**src/hw/insn_exec_pkg.sv**
```systemverilog
package insn_exec_pkg;
    localparam int WORD_W          = 32;
    localparam int DWORD_W         = 64;
    localparam int OPC_POS         = 26;
    localparam int SRC_ONE_POS     = 21;
    localparam int SRC_TWO_POS     = 16;
    localparam int IMM_POS         = 0;
    localparam int FUNCT_POS       = 0;
    localparam int CACHE_SEL_POS   = 16;
    localparam int CACHE_ACT_POS   = 18;
    localparam int WAY_SEL_BIT     = 31;
    localparam int LINK_OFFSET     = 8;
    localparam int BRANCH_SHIFT    = 2;
    localparam int WAY_INDEX_DROP  = 2;
    localparam logic [5:0] OPC_REG_IMM  = 6'h01;
    localparam logic [5:0] OPC_SPECIAL  = 6'h00;
    localparam logic [5:0] OPC_BNE      = 6'h05;
    localparam logic [5:0] OPC_BRANCH_NOT_EQUAL_LIKELY     = 6'h15;
    localparam logic [5:0] OPC_CACHE    = 6'h2F;
    localparam logic [5:0] FN_BREAK     = 6'h0D;
    localparam logic [4:0] RI_NEG_LIKELY      = 5'h02;
    localparam logic [4:0] RI_NEG_LINK        = 5'h10;
    localparam logic [4:0] RI_NEG_LINK_LIKELY = 5'h12;
    localparam logic [4:0] LINK_REG_IDX = 5'h1F;
    localparam logic [1:0] CACHE_INSN   = 2'h0;
    localparam logic [1:0] CACHE_DATA   = 2'h1;
    localparam logic [2:0] ACT_IDX_INV   = 3'h0;
    localparam logic [2:0] ACT_LOAD_TAG  = 3'h1;
    localparam logic [2:0] ACT_STORE_TAG = 3'h2;
    localparam logic [2:0] ACT_DIRTY_EXC = 3'h3;
    localparam logic [2:0] ACT_HIT_INV   = 3'h4;
    localparam logic [2:0] ACT_HIT_WBI   = 3'h5;
    localparam logic [2:0] ACT_HIT_WB    = 3'h6;
    localparam logic [2:0] ACT_FETCH_LCK = 3'h7;

    typedef enum logic [2:0] {
        CS_IDLE,
        CS_XLATE,
        CS_LOOKUP,
        CS_ACT,
        CS_WB,
        CS_DONE
    } cache_state_t;
endpackage

```
**src/hw/tag_hold.sv**
```systemverilog
`timescale 1ns/1ps
// Holds the tag of the looked-up line so write-back uses the cached address.
module tag_hold #(
    parameter int W = 64
) (
    // Clock and reset
    input  wire logic         ref_clk,
    input  wire logic         rst,
    // Write side
    input  wire logic         wr_en,
    input  wire logic [W-1:0] wr_data,
    // Read side
    output logic      [W-1:0] rd_data
);
    logic [W-1:0] data_reg;
    logic [W-1:0] data_next;

    always_comb begin
        data_next = wr_en ? wr_data : data_reg;
    end

    always_ff @(posedge ref_clk or posedge rst) begin
        if (rst) begin
            data_reg <= '0;
        end else begin
            data_reg <= data_next;
        end
    end

    assign rd_data = data_reg;
endmodule // tag_hold

```
**src/hw/branch_break_cacheop_exec.sv**
```systemverilog
`timescale 1ns/1ps
module branch_break_cacheop_exec
    import insn_exec_pkg::*;
#(
    parameter int CACHE_SIZE_LOG2 = 14,
    parameter int LINE_SIZE_LOG2  = 4,
    parameter bit TWO_WAY         = 1'b0
) (
    // Clock and reset
    input  wire logic               ref_clk,
    input  wire logic               rst,
    // Issue from the pipeline
    input  wire logic               issue_valid,
    input  wire logic [WORD_W-1:0]  insn_word,
    input  wire logic [DWORD_W-1:0] insn_pc,
    input  wire logic [DWORD_W-1:0] src_one_val,
    input  wire logic [DWORD_W-1:0] src_two_val,
    input  wire logic               mode_64,
    input  wire logic               kernel_mode,
    input  wire logic               cp0_usable,
    // Branch results
    output logic                    branch_valid,
    output logic                    branch_taken,
    output logic [DWORD_W-1:0]      branch_target,
    output logic                    nullify_slot,
    output logic                    link_we,
    output logic [4:0]              link_idx,
    output logic [DWORD_W-1:0]      link_data,
    // Exceptions
    output logic                    break_exc,
    output logic                    cp_unusable_exc,
    output logic                    tlb_refill_exc,
    output logic                    tlb_invalid_exc,
    output logic                    tlb_modified_exc,
    // TLB port
    output logic                    tlb_req,
    output logic [DWORD_W-1:0]      tlb_vaddr,
    input  wire logic               tlb_ack,
    input  wire logic               tlb_miss,
    input  wire logic               tlb_inval,
    input  wire logic [DWORD_W-1:0] tlb_paddr,
    // Cache port
    output logic                    cache_req,
    output logic [1:0]              cache_sel,
    output logic [2:0]              cache_action,
    output logic                    cache_by_index,
    output logic [DWORD_W-1:0]      cache_index,
    output logic                    cache_way,
    output logic [DWORD_W-1:0]      cache_paddr,
    input  wire logic               cache_ack,
    input  wire logic               cache_hit,
    input  wire logic               cache_dirty,
    input  wire logic [DWORD_W-1:0] cache_tag_addr,
    // Write-back port
    output logic                    wb_req,
    output logic [DWORD_W-1:0]      wb_addr,
    input  wire logic               wb_ack,
    // Completion
    output logic                    cache_busy,
    output logic                    cache_done
);
    // Refused at elaboration: the way bit must stay above the index field.
    if (LINE_SIZE_LOG2 < 2 || CACHE_SIZE_LOG2 <= LINE_SIZE_LOG2 + 2 ||
        CACHE_SIZE_LOG2 > 30) begin : g_bad_geometry
        $error("Cache geometry parameters out of range.");
    end

    function automatic logic [DWORD_W-1:0] sext16(input logic [15:0] v);
        sext16 = {{(DWORD_W-16){v[15]}}, v};
    endfunction

    // Instruction fields.
    logic [5:0]  opc;
    logic [4:0]  src_one_idx;
    logic [4:0]  sub_code;
    logic [15:0] imm;
    logic [5:0]  funct;
    assign opc         = insn_word[OPC_POS +: 6];
    assign src_one_idx = insn_word[SRC_ONE_POS +: 5];
    assign sub_code    = insn_word[SRC_TWO_POS +: 5];
    assign imm         = insn_word[IMM_POS +: 16];
    assign funct       = insn_word[FUNCT_POS +: 6];

    logic is_neg_link;
    logic is_neg_link_likely;
    logic is_neg_likely;
    logic is_bne;
    logic is_branch_not_equal_likely;
    logic is_break;
    logic is_cache;
    always_comb begin
        is_neg_link        = opc == OPC_REG_IMM && sub_code == RI_NEG_LINK;
        is_neg_link_likely = opc == OPC_REG_IMM &&
                             sub_code == RI_NEG_LINK_LIKELY;
        is_neg_likely      = opc == OPC_REG_IMM && sub_code == RI_NEG_LIKELY;
        is_bne             = opc == OPC_BNE;
        is_branch_not_equal_likely            = opc == OPC_BRANCH_NOT_EQUAL_LIKELY;
        is_break           = opc == OPC_SPECIAL && funct == FN_BREAK;
        is_cache           = opc == OPC_CACHE;
    end

    // Branch evaluation; results register so redirection follows one slot.
    logic               neg_bit;
    logic               cond;
    logic               any_branch;
    logic               likely;
    logic               linking;
    logic               br_valid_reg, br_valid_next;
    logic               br_taken_reg, br_taken_next;
    logic [DWORD_W-1:0] br_target_reg, br_target_next;
    logic               null_reg, null_next;
    logic               link_we_reg, link_we_next;
    logic [DWORD_W-1:0] link_data_reg, link_data_next;
    logic               brk_reg, brk_next;

    always_comb begin
        neg_bit    = mode_64 ? src_one_val[DWORD_W-1] :
                               src_one_val[WORD_W-1];
        linking    = is_neg_link || is_neg_link_likely;
        likely     = is_neg_link_likely || is_neg_likely || is_branch_not_equal_likely;
        any_branch = linking || is_neg_likely || is_bne || is_branch_not_equal_likely;
        // Full-width compare: upper half of 32-bit values is sign copy.
        cond = (is_bne || is_branch_not_equal_likely) ? (src_one_val != src_two_val)
                                   : neg_bit;
        br_valid_next  = issue_valid && any_branch;
        br_taken_next  = issue_valid && any_branch && cond;
        // Delay-slot address is PC plus 4.
        br_target_next = insn_pc + DWORD_W'(4) +
                         (sext16(imm) << BRANCH_SHIFT);
        null_next      = issue_valid && likely && !cond;
        // No check on source index: link-register source runs untrapped.
        link_we_next   = issue_valid && linking;
        link_data_next = insn_pc + DWORD_W'(LINK_OFFSET);
        // Only the event leaves; the code field has no path out.
        brk_next       = issue_valid && is_break;
    end

    always_ff @(posedge ref_clk or posedge rst) begin
        if (rst) begin
            br_valid_reg  <= 1'b0;
            br_taken_reg  <= 1'b0;
            br_target_reg <= '0;
            null_reg      <= 1'b0;
            link_we_reg   <= 1'b0;
            link_data_reg <= '0;
            brk_reg       <= 1'b0;
        end else begin
            br_valid_reg  <= br_valid_next;
            br_taken_reg  <= br_taken_next;
            br_target_reg <= br_target_next;
            null_reg      <= null_next;
            link_we_reg   <= link_we_next;
            link_data_reg <= link_data_next;
            brk_reg       <= brk_next;
        end
    end

    assign branch_valid  = br_valid_reg;
    assign branch_taken  = br_taken_reg;
    assign branch_target = br_target_reg;
    assign nullify_slot  = null_reg;
    assign link_we       = link_we_reg;
    assign link_idx      = LINK_REG_IDX;
    assign link_data     = link_data_reg;
    assign break_exc     = brk_reg;

    // Cache maintenance sequencer.
    cache_state_t       st_reg, st_next;
    logic [DWORD_W-1:0] va_reg, va_next;
    logic [1:0]         sel_reg, sel_next;
    logic [2:0]         act_reg, act_next;
    logic               byidx_reg, byidx_next;
    logic [DWORD_W-1:0] pa_reg, pa_next;
    logic               cpu_reg, cpu_next;
    logic               refill_reg, refill_next;
    logic               inval_reg, inval_next;
    logic               tag_we;
    logic [DWORD_W-1:0] held_tag;
    logic               needs_wb;
    logic [DWORD_W-1:0] idx_mask;
    logic               start;

    always_comb begin
        idx_mask = ((DWORD_W'(1) << (TWO_WAY ? CACHE_SIZE_LOG2 - WAY_INDEX_DROP
                    : CACHE_SIZE_LOG2)) - DWORD_W'(1)) &
                   ~((DWORD_W'(1) << LINE_SIZE_LOG2) - DWORD_W'(1));
        start = issue_valid && is_cache && st_reg == CS_IDLE;
        // Index actions are the low three codes.
        needs_wb = (act_reg == ACT_IDX_INV && sel_reg == CACHE_DATA) ||
                   act_reg == ACT_HIT_WBI || act_reg == ACT_HIT_WB ||
                   act_reg == ACT_DIRTY_EXC;
        st_next     = st_reg;
        va_next     = va_reg;
        sel_next    = sel_reg;
        act_next    = act_reg;
        byidx_next  = byidx_reg;
        pa_next     = pa_reg;
        cpu_next    = 1'b0;
        refill_next = 1'b0;
        inval_next  = 1'b0;
        tag_we      = 1'b0;
        case (st_reg)
            CS_IDLE: begin
                if (start) begin
                    if (!kernel_mode && !cp0_usable) begin
                        cpu_next = 1'b1;
                    end else begin
                        va_next    = src_one_val + sext16(imm);
                        sel_next   = sub_code[1:0];
                        act_next   = sub_code[4:2];
                        byidx_next = sub_code[4:2] <= ACT_STORE_TAG;
                        // Unlisted pairs are issued as-is; result undefined.
                        st_next    = CS_XLATE;
                    end
                end
            end
            CS_XLATE: begin
                if (tlb_ack) begin
                    pa_next = tlb_paddr;
                    // Modified is never checked here.
                    refill_next = tlb_miss;
                    inval_next  = tlb_inval && !tlb_miss;
                    st_next = (tlb_miss || tlb_inval) ? CS_DONE : CS_LOOKUP;
                end
            end
            CS_LOOKUP: begin
                if (cache_ack) begin
                    tag_we = 1'b1;
                    if (!byidx_reg && !cache_hit) begin
                        st_next = CS_DONE;
                    end else if (needs_wb && cache_dirty) begin
                        st_next = CS_WB;
                    end else begin
                        st_next = CS_ACT;
                    end
                end
            end
            CS_WB: begin
                if (wb_ack) begin
                    st_next = CS_ACT;
                end
            end
            CS_ACT: begin
                st_next = CS_DONE;
            end
            CS_DONE: begin
                st_next = CS_IDLE;
            end
            default: begin
                st_next = CS_IDLE;
            end
        endcase
    end

    always_ff @(posedge ref_clk or posedge rst) begin
        if (rst) begin
            st_reg     <= CS_IDLE;
            va_reg     <= '0;
            sel_reg    <= CACHE_INSN;
            act_reg    <= ACT_IDX_INV;
            byidx_reg  <= 1'b0;
            pa_reg     <= '0;
            cpu_reg    <= 1'b0;
            refill_reg <= 1'b0;
            inval_reg  <= 1'b0;
        end else begin
            st_reg     <= st_next;
            va_reg     <= va_next;
            sel_reg    <= sel_next;
            act_reg    <= act_next;
            byidx_reg  <= byidx_next;
            pa_reg     <= pa_next;
            cpu_reg    <= cpu_next;
            refill_reg <= refill_next;
            inval_reg  <= inval_next;
        end
    end

    tag_hold #(
        .W (DWORD_W)
    ) u_tag_hold (
        .ref_clk (ref_clk),
        .rst     (rst),
        .wr_en   (tag_we),
        .wr_data (cache_tag_addr),
        .rd_data (held_tag)
    );

    assign cp_unusable_exc  = cpu_reg;
    assign tlb_refill_exc   = refill_reg;
    assign tlb_invalid_exc  = inval_reg;
    assign tlb_modified_exc = 1'b0;
    assign tlb_req          = st_reg == CS_XLATE;
    assign tlb_vaddr        = va_reg;
    assign cache_req        = st_reg == CS_LOOKUP;
    assign cache_sel        = sel_reg;
    assign cache_action     = act_reg;
    assign cache_by_index   = byidx_reg;
    assign cache_index      = va_reg & idx_mask;
    assign cache_way        = TWO_WAY & va_reg[WAY_SEL_BIT];
    assign cache_paddr      = pa_reg;
    assign wb_req           = st_reg == CS_WB;
    assign wb_addr          = held_tag;
    assign cache_busy       = st_reg != CS_IDLE;
    assign cache_done       = st_reg == CS_DONE;
endmodule // branch_break_cacheop_exec

```
**config.mk**
```make
export PLATFORM = sky130hd
export DESIGN_NAME = branch_break_cacheop_exec
export DESIGN_NICKNAME = d
export VERILOG_FILES = /design/src/hw/insn_exec_pkg.sv /design/src/hw/tag_hold.sv /design/src/hw/branch_break_cacheop_exec.sv
export SDC_FILE = /design/constraint.sdc
export NUM_CORES = 1
export LEC_CHECK = 0
export BUFFER_PORTS_ARGS = -buffer_cell sky130_fd_sc_hd__clkbuf_2
export CAP_MARGIN = 10
export CORE_MARGIN = 10
export CORE_UTILIZATION = 25
export DETAILED_ROUTE_END_ITERATION = 10
export PLACE_DENSITY = 0.52
export SLEW_MARGIN = 30
export SYNTH_ARGS = -nofsm -noshare
export SYNTH_HDL_FRONTEND = slang
export SYNTH_SLANG_ARGS = --single-unit
```
**constraint.sdc**
```tcl
create_clock -name ref_clk -period 21.2 [get_ports ref_clk]
set_input_delay 2.12 -clock ref_clk [delete_from_list [all_inputs] [get_ports ref_clk]]
set_output_delay 2.12 -clock ref_clk [all_outputs]
set_load 0.005 [all_outputs]
```
---- Word-level counts from Yosys, hierarchy flattened ----
Cells that the tools add are included.
word-level totals
  bits in registers ....................... 337
operators by class
  $add $sub $neg .......................... 4
  magnitude comparators ................... 1
  equal/unequal tests ..................... 23
  muxes and demuxes ....................... 20
  bitwise logic cells ..................... 1
  reduce and logical (&&, ||, !) cells .... 41
operators with widths
  cell                     number
  $add A64 B64 Y64         2
  $add A64 B3 Y64 const B  1
  $add A64 B4 Y64 const B  1
  $ne A64 B64 Y1           1
  $mux W3                  8
  $logic_and A1 B1 Y1      17
  $pmux W3 S5              1
  $eq A3 B3 Y1 const B     4
  $logic_or A1 B1 Y1       11
  $mux W1                  11
  $eq A5 B5 Y1 const B     2
  $eq A3 B2 Y1 const B     3
  $eq A6 B1 Y1 const B     1
  $eq A6 B3 Y1 const B     1
  $eq A6 B4 Y1 const B     1
  $eq A6 B5 Y1 const B     1
  $eq A6 B6 Y1 const B     1
  $logic_not A1 Y1         6
  $logic_not A3 Y1         2
  $logic_not A6 Y1         1
  $ne A2 B1 Y1 const B     3
  $eq A5 B2 Y1 const B     1
  $reduce_and A5 Y1        1
  $ne A2 B2 Y1 const B     2
  7 further kinds          7

---- Depth between registers and ports, before layout ----
  depth in word-level cells ............... 10
  mapped depth ............................ 16
  gate-level depth less buffers ........... 16

---- Modules after synthesis ----
Synthesis repeated with hierarchy kept, for this count alone.
unflattened totals
  cells, all modules ...................... 2206
  area, all modules ....................... 21843.4 um^2
modules (own cells, without submodules)
  module                     instances  cells an instance  area each (um^2)  sequential area each (um^2)
  branch_break_cacheop_exec  1          2070               19160.9           6781.5
  tag_hold                   1          136                2682.6            1601.5

---- Worst setup path before layout ----
OpenSTA, ideal clock, no wires.
  path type ............................... input to register
  start point ............................. in insn_word[1]
  end point ............................... reg br_target_reg[59], in the netlist branch_target[59]
  arrival ................................. 4877 ps
  required time ........................... 21068 ps
  setup slack ............................. 16191 ps
  stages on the path ...................... 14
  path buffers ............................ 0
  path through ............................ ha_1 ha_1 fa_1 a21o_1 a31oi_1 o21ai_2 o21ai_2 o41ai_2 o21ai_1 a31oi_1 o31ai_2 o21ba_2 o221ai_1 xor2_1
on the way
  word-level cells in the longest chain between the ends .. 1
RTL lines
  element                       RTL line                          source
  start: declaration            branch_break_cacheop_exec.sv:14   input wire logic [WORD_W-1:0] insn_word,
  $add A64 B64 Y64              branch_break_cacheop_exec.sv:128  br_target_next = insn_pc + DWORD_W'(4) +
  named net br_target_next[59]  branch_break_cacheop_exec.sv:110  logic [DWORD_W-1:0] br_target_reg, br_target_next;
  end signal: assignment        branch_break_cacheop_exec.sv:150  br_target_reg <= br_target_next;
  end: declaration              branch_break_cacheop_exec.sv:110
The timed path passes the listed nets, and every way through them passes these cells.
A chain may end at the register's enable or synchronous reset.

---- Worst setup path after layout ----
  start point ............................. in insn_word[15]
  end point ............................... reg br_target_reg[59], in the netlist branch_target[59]
The elaborated chain is that of the path after synthesis.

==> qor.yml <==
yosys:
  synth_top_area_cell: "dfrtp_1"
  ys_seq_elements: 335
  synth_compound_area_frac: 0.1536
  syn_inst: 2115
  synthSimpleGateAreaFrac: 0.1199
  yosysUniqueCellTypes: 89
  synth_top_family_by_area: "compound AO/OA/AOI/OAI gates"
  synth-edff-count: 0
  yosysWarnings: 0
  synth_area_um2: 21150
  avgSynthCellArea_um2: 10.00
  synth_top_area_share: 0.3964
  ys_seq_area_frac: 0.3964
  synthXorXnorAreaFrac: 0.1010
  synthTopCellsByArea: "dfrtp_1 (40%), ha_1 (11%), xnor2_1 (7.5%)"
  ys_async_sr_fraction: 1.000
  synth_adder_area_share: 0.1113
  muxShareOfSynthArea: 0.07063
  synth_ff_type: "dfrtp_1"
setup_path:
  cp.required_ns: 21.64
  r2r_cells: 6
  reg2reg_from: "st_reg[1]$_DFFE_PP0P_"
  critPathMaxFanout: 51
  reg2reg_slack_ns: 18.53
  endpoint: "branch_target[59]$_DFF_PP0_"
  startpoint_type: "input port"
  startpoint: "insn_word[15]"
  arrival_ns: 6.20
  r2r_end: "tlb_vaddr[59]$_DFFE_PP0P_"
  critPathKind: "in -> reg"
  critPathCaptureType: "flop"
sta:
  clock-skew-final_ns: 0.01515
  maxSlewViolCount: 0
  rsz0062_at_grt: "false"
  max_slew_margin: 0.3530
  worstMarginPinSlew_ns: 0.9705
  min_period_ns: 5.763
  period_share: 0.2719
  hold_viol: 0
  finalSetupTns_ns: 0
  max_freq_mhz: 173.5
  finalSetupViolCount: 0
layout:
  post_layout_nonfiller_instances: 3964
  syn2layout_area_growth_pct: 27.94
  final_core_util: 0.3228
  nFillCells: 8909
  num-nets-final: 3344
  drive_above_1_share: 0.3386
die:
  rows: 106
  fp.dieH_um: 310.9
  ios: 775
  chipWidth_um: 310.9
  core-area_um2: 83820
  initial_utilization: 0.2523
  dieArea_um2: 96630
detailed_routing:
  vias: 18489
  wl_um: 92970
  viasPerCell: 4.664
  first_pass_iters: 5
  drc_errors: 0
  drtAntennaViolNets: 0
  drt-initial-drc-count: 1178
  routedWlPerCell_um: 23.45
global_routing:
  grt_max_degree: 94
  grt_use_met2: 0.3303
  antenna_found_initial: 24
  top_usage_layer: "met2"
  use_met1: 0.2149
  grt-ovfl-total: 0
  gr-usage-all-layers: 0.1835
  grtUsageMet3: 0.04385
  first_global_vias: 18633
  grt_pass1_wl_um: 133300
clock_network:
  cts-root-buf: "clkbuf_16"
  post_cts.repair.setup_buffers: 0
  cts_tree: "done"
  cts.sinks: 335
  clk_latency_ns: 0.59
  numCtsBuffers: 43
  clk_path_buf_depth: 3
  cts_hold_buffers: 0
  post_cts_resized: 0
  htree_levels: 2
  clk_pin_slew_ns: 0.06
pwr:
  p_leak_uw: 0.01332
  power_density_nw_per_um2: 95.31
  irDropWorstVdd_v: 0.00005287
place:
  place.gp.congestion: 0.8984
  post-place-cells: 3880
  dp_hpwl_um: 78450
  port_buffers: 708
outcome:
  status: "finished, final reports clean"
run:
  cap_violations: 0
min_path:
  worstHoldPathType: "reg -> reg"
## cell usage in the layout (no fill, tap or decap), types with 45 or more instances in the layout
| cell type | instances |
|---|---|
| dfrtp_1 | 335 |
| inv_1 | 45 |
| clkbuf_2 | 707 |
| xor2_1 | 62 |
| xnor2_1 | 182 |
| o21ai_0 | 109 |
| a21o_1 | 78 |
| ha_1 | 185 |
| nand2_1 | 198 |
| conb_1 | 61 |
| nand4_1 | 59 |
| a21oi_1 | 150 |
| mux2_2 | 130 |
| nor2_1 | 88 |
## synth_stat cells (all sizes together) (4+ instances only)
cell and number:
buf 78, nor2 88, a21boi 6, o41ai 4, clkbuf 66, a21oi 152, inv 46, a211oi 7
o21ai 132, o21a 18, dfrtp 335, a21o 79, nand2 198, and2 12, nand3 37, and3 30
nor3b 5, a41oi 4, nor4 13, mux2 130, nand2b 13, o211ai 8, ha 185, and4 6
or3 11, xnor2 182, nor2b 15, xor2 62, nor3 21, o31ai 9, a31oi 14, o21bai 27
nand4 59, a221oi 7
## worst min-delay path by stage
stage / from / end / slack [ns] / cells past startpoint
6_report: tlb_vaddr[33]$_DFFE_PP0P_ / tlb_vaddr[33]$_DFFE_PP0P_ / 0.48 / 2
4_1_cts: tlb_vaddr[20]$_DFFE_PP0P_ / tlb_vaddr[20]$_DFFE_PP0P_ / 0.48 / 2
2_1_floorplan: tlb_vaddr[0]$_DFFE_PP0P_ / tlb_vaddr[0]$_DFFE_PP0P_ / 0.47 / 2
5_1_grt: tlb_vaddr[40]$_DFFE_PP0P_ / tlb_vaddr[40]$_DFFE_PP0P_ / 0.49 / 2
3_3_place_gp: tlb_vaddr[18]$_DFFE_PP0P_ / tlb_vaddr[18]$_DFFE_PP0P_ / 0.46 / 2
3_5_place_dp: tlb_vaddr[20]$_DFFE_PP0P_ / tlb_vaddr[20]$_DFFE_PP0P_ / 0.47 / 2
## worst max-delay path, cell delays in order
cell      delay, ns
buf_4          0.49
ha_1           0.36
ha_1           0.39
a21o_1         0.19
a211oi_1       0.34
o211ai_1       0.15
a221oi_1       0.47
nor2_1         0.12
o21ai_1        0.28
a31oi_1        0.19
o31ai_2        0.47
o21ba_2        0.26
o221ai_1       0.12
xor2_1         0.17
## cell families after synthesis
family | count (synthesis)
AND/OR/NAND/NOR | 522
buffers and inverters | 190
multiplexers | 133
flip-flops | 335
adder cells (fa/ha/maj) | 187
other | 2
XOR/XNOR | 244
AO/OA/AOI/OAI | 502
## power breakdown
part | total [µW] | switching [µW] | internal (µW)
logic | 916 | 504 | 412
clock network | 739 | 312 | 427
registers | 924 | 98.4 | 825
total | 2580 | 915 | 1660
## layout make-up
type	instances	area [µm²]	area share
multi-input combinational	1649	12020	0.4444
sequential	335	8383	0.3098
timing repair buffer	717	3630	0.1341
tap	1134	1419	0.05243
clock buffer	64	1255	0.04638
inverter	46	180.2	0.006658
clock inverter	15	158.9	0.005872
antenna	4	10.01	0.0003699
## per-stage QoR
stage	cell area (µm²)	power (µW)	setup slack (ns)	hold WS, ns
4_1_cts	27030	2627	15.56	0.4814
2_1_floorplan	21370	1398	9.798	0.4698
6_report	27060	2579	15.44	0.4797
5_1_grt	27060	2732	15.22	0.4944
3_5_place_dp	25610	1866	14.95	0.4698
3_3_place_gp	25610	1860	14.91	0.4627
## per-layer routing
metal / vias to the layer above / wire (µm) / share of wire
li1: 8801 / - / -
met2: 619 / 47280 / 0.51
met1: 8925 / 37730 / 0.41
met4: 16 / 2304 / 0.025
met3: 128 / 5548 / 0.060
met5: - / 100 / 0.0011
Note: power is estimated with default switching activity, not from simulation.
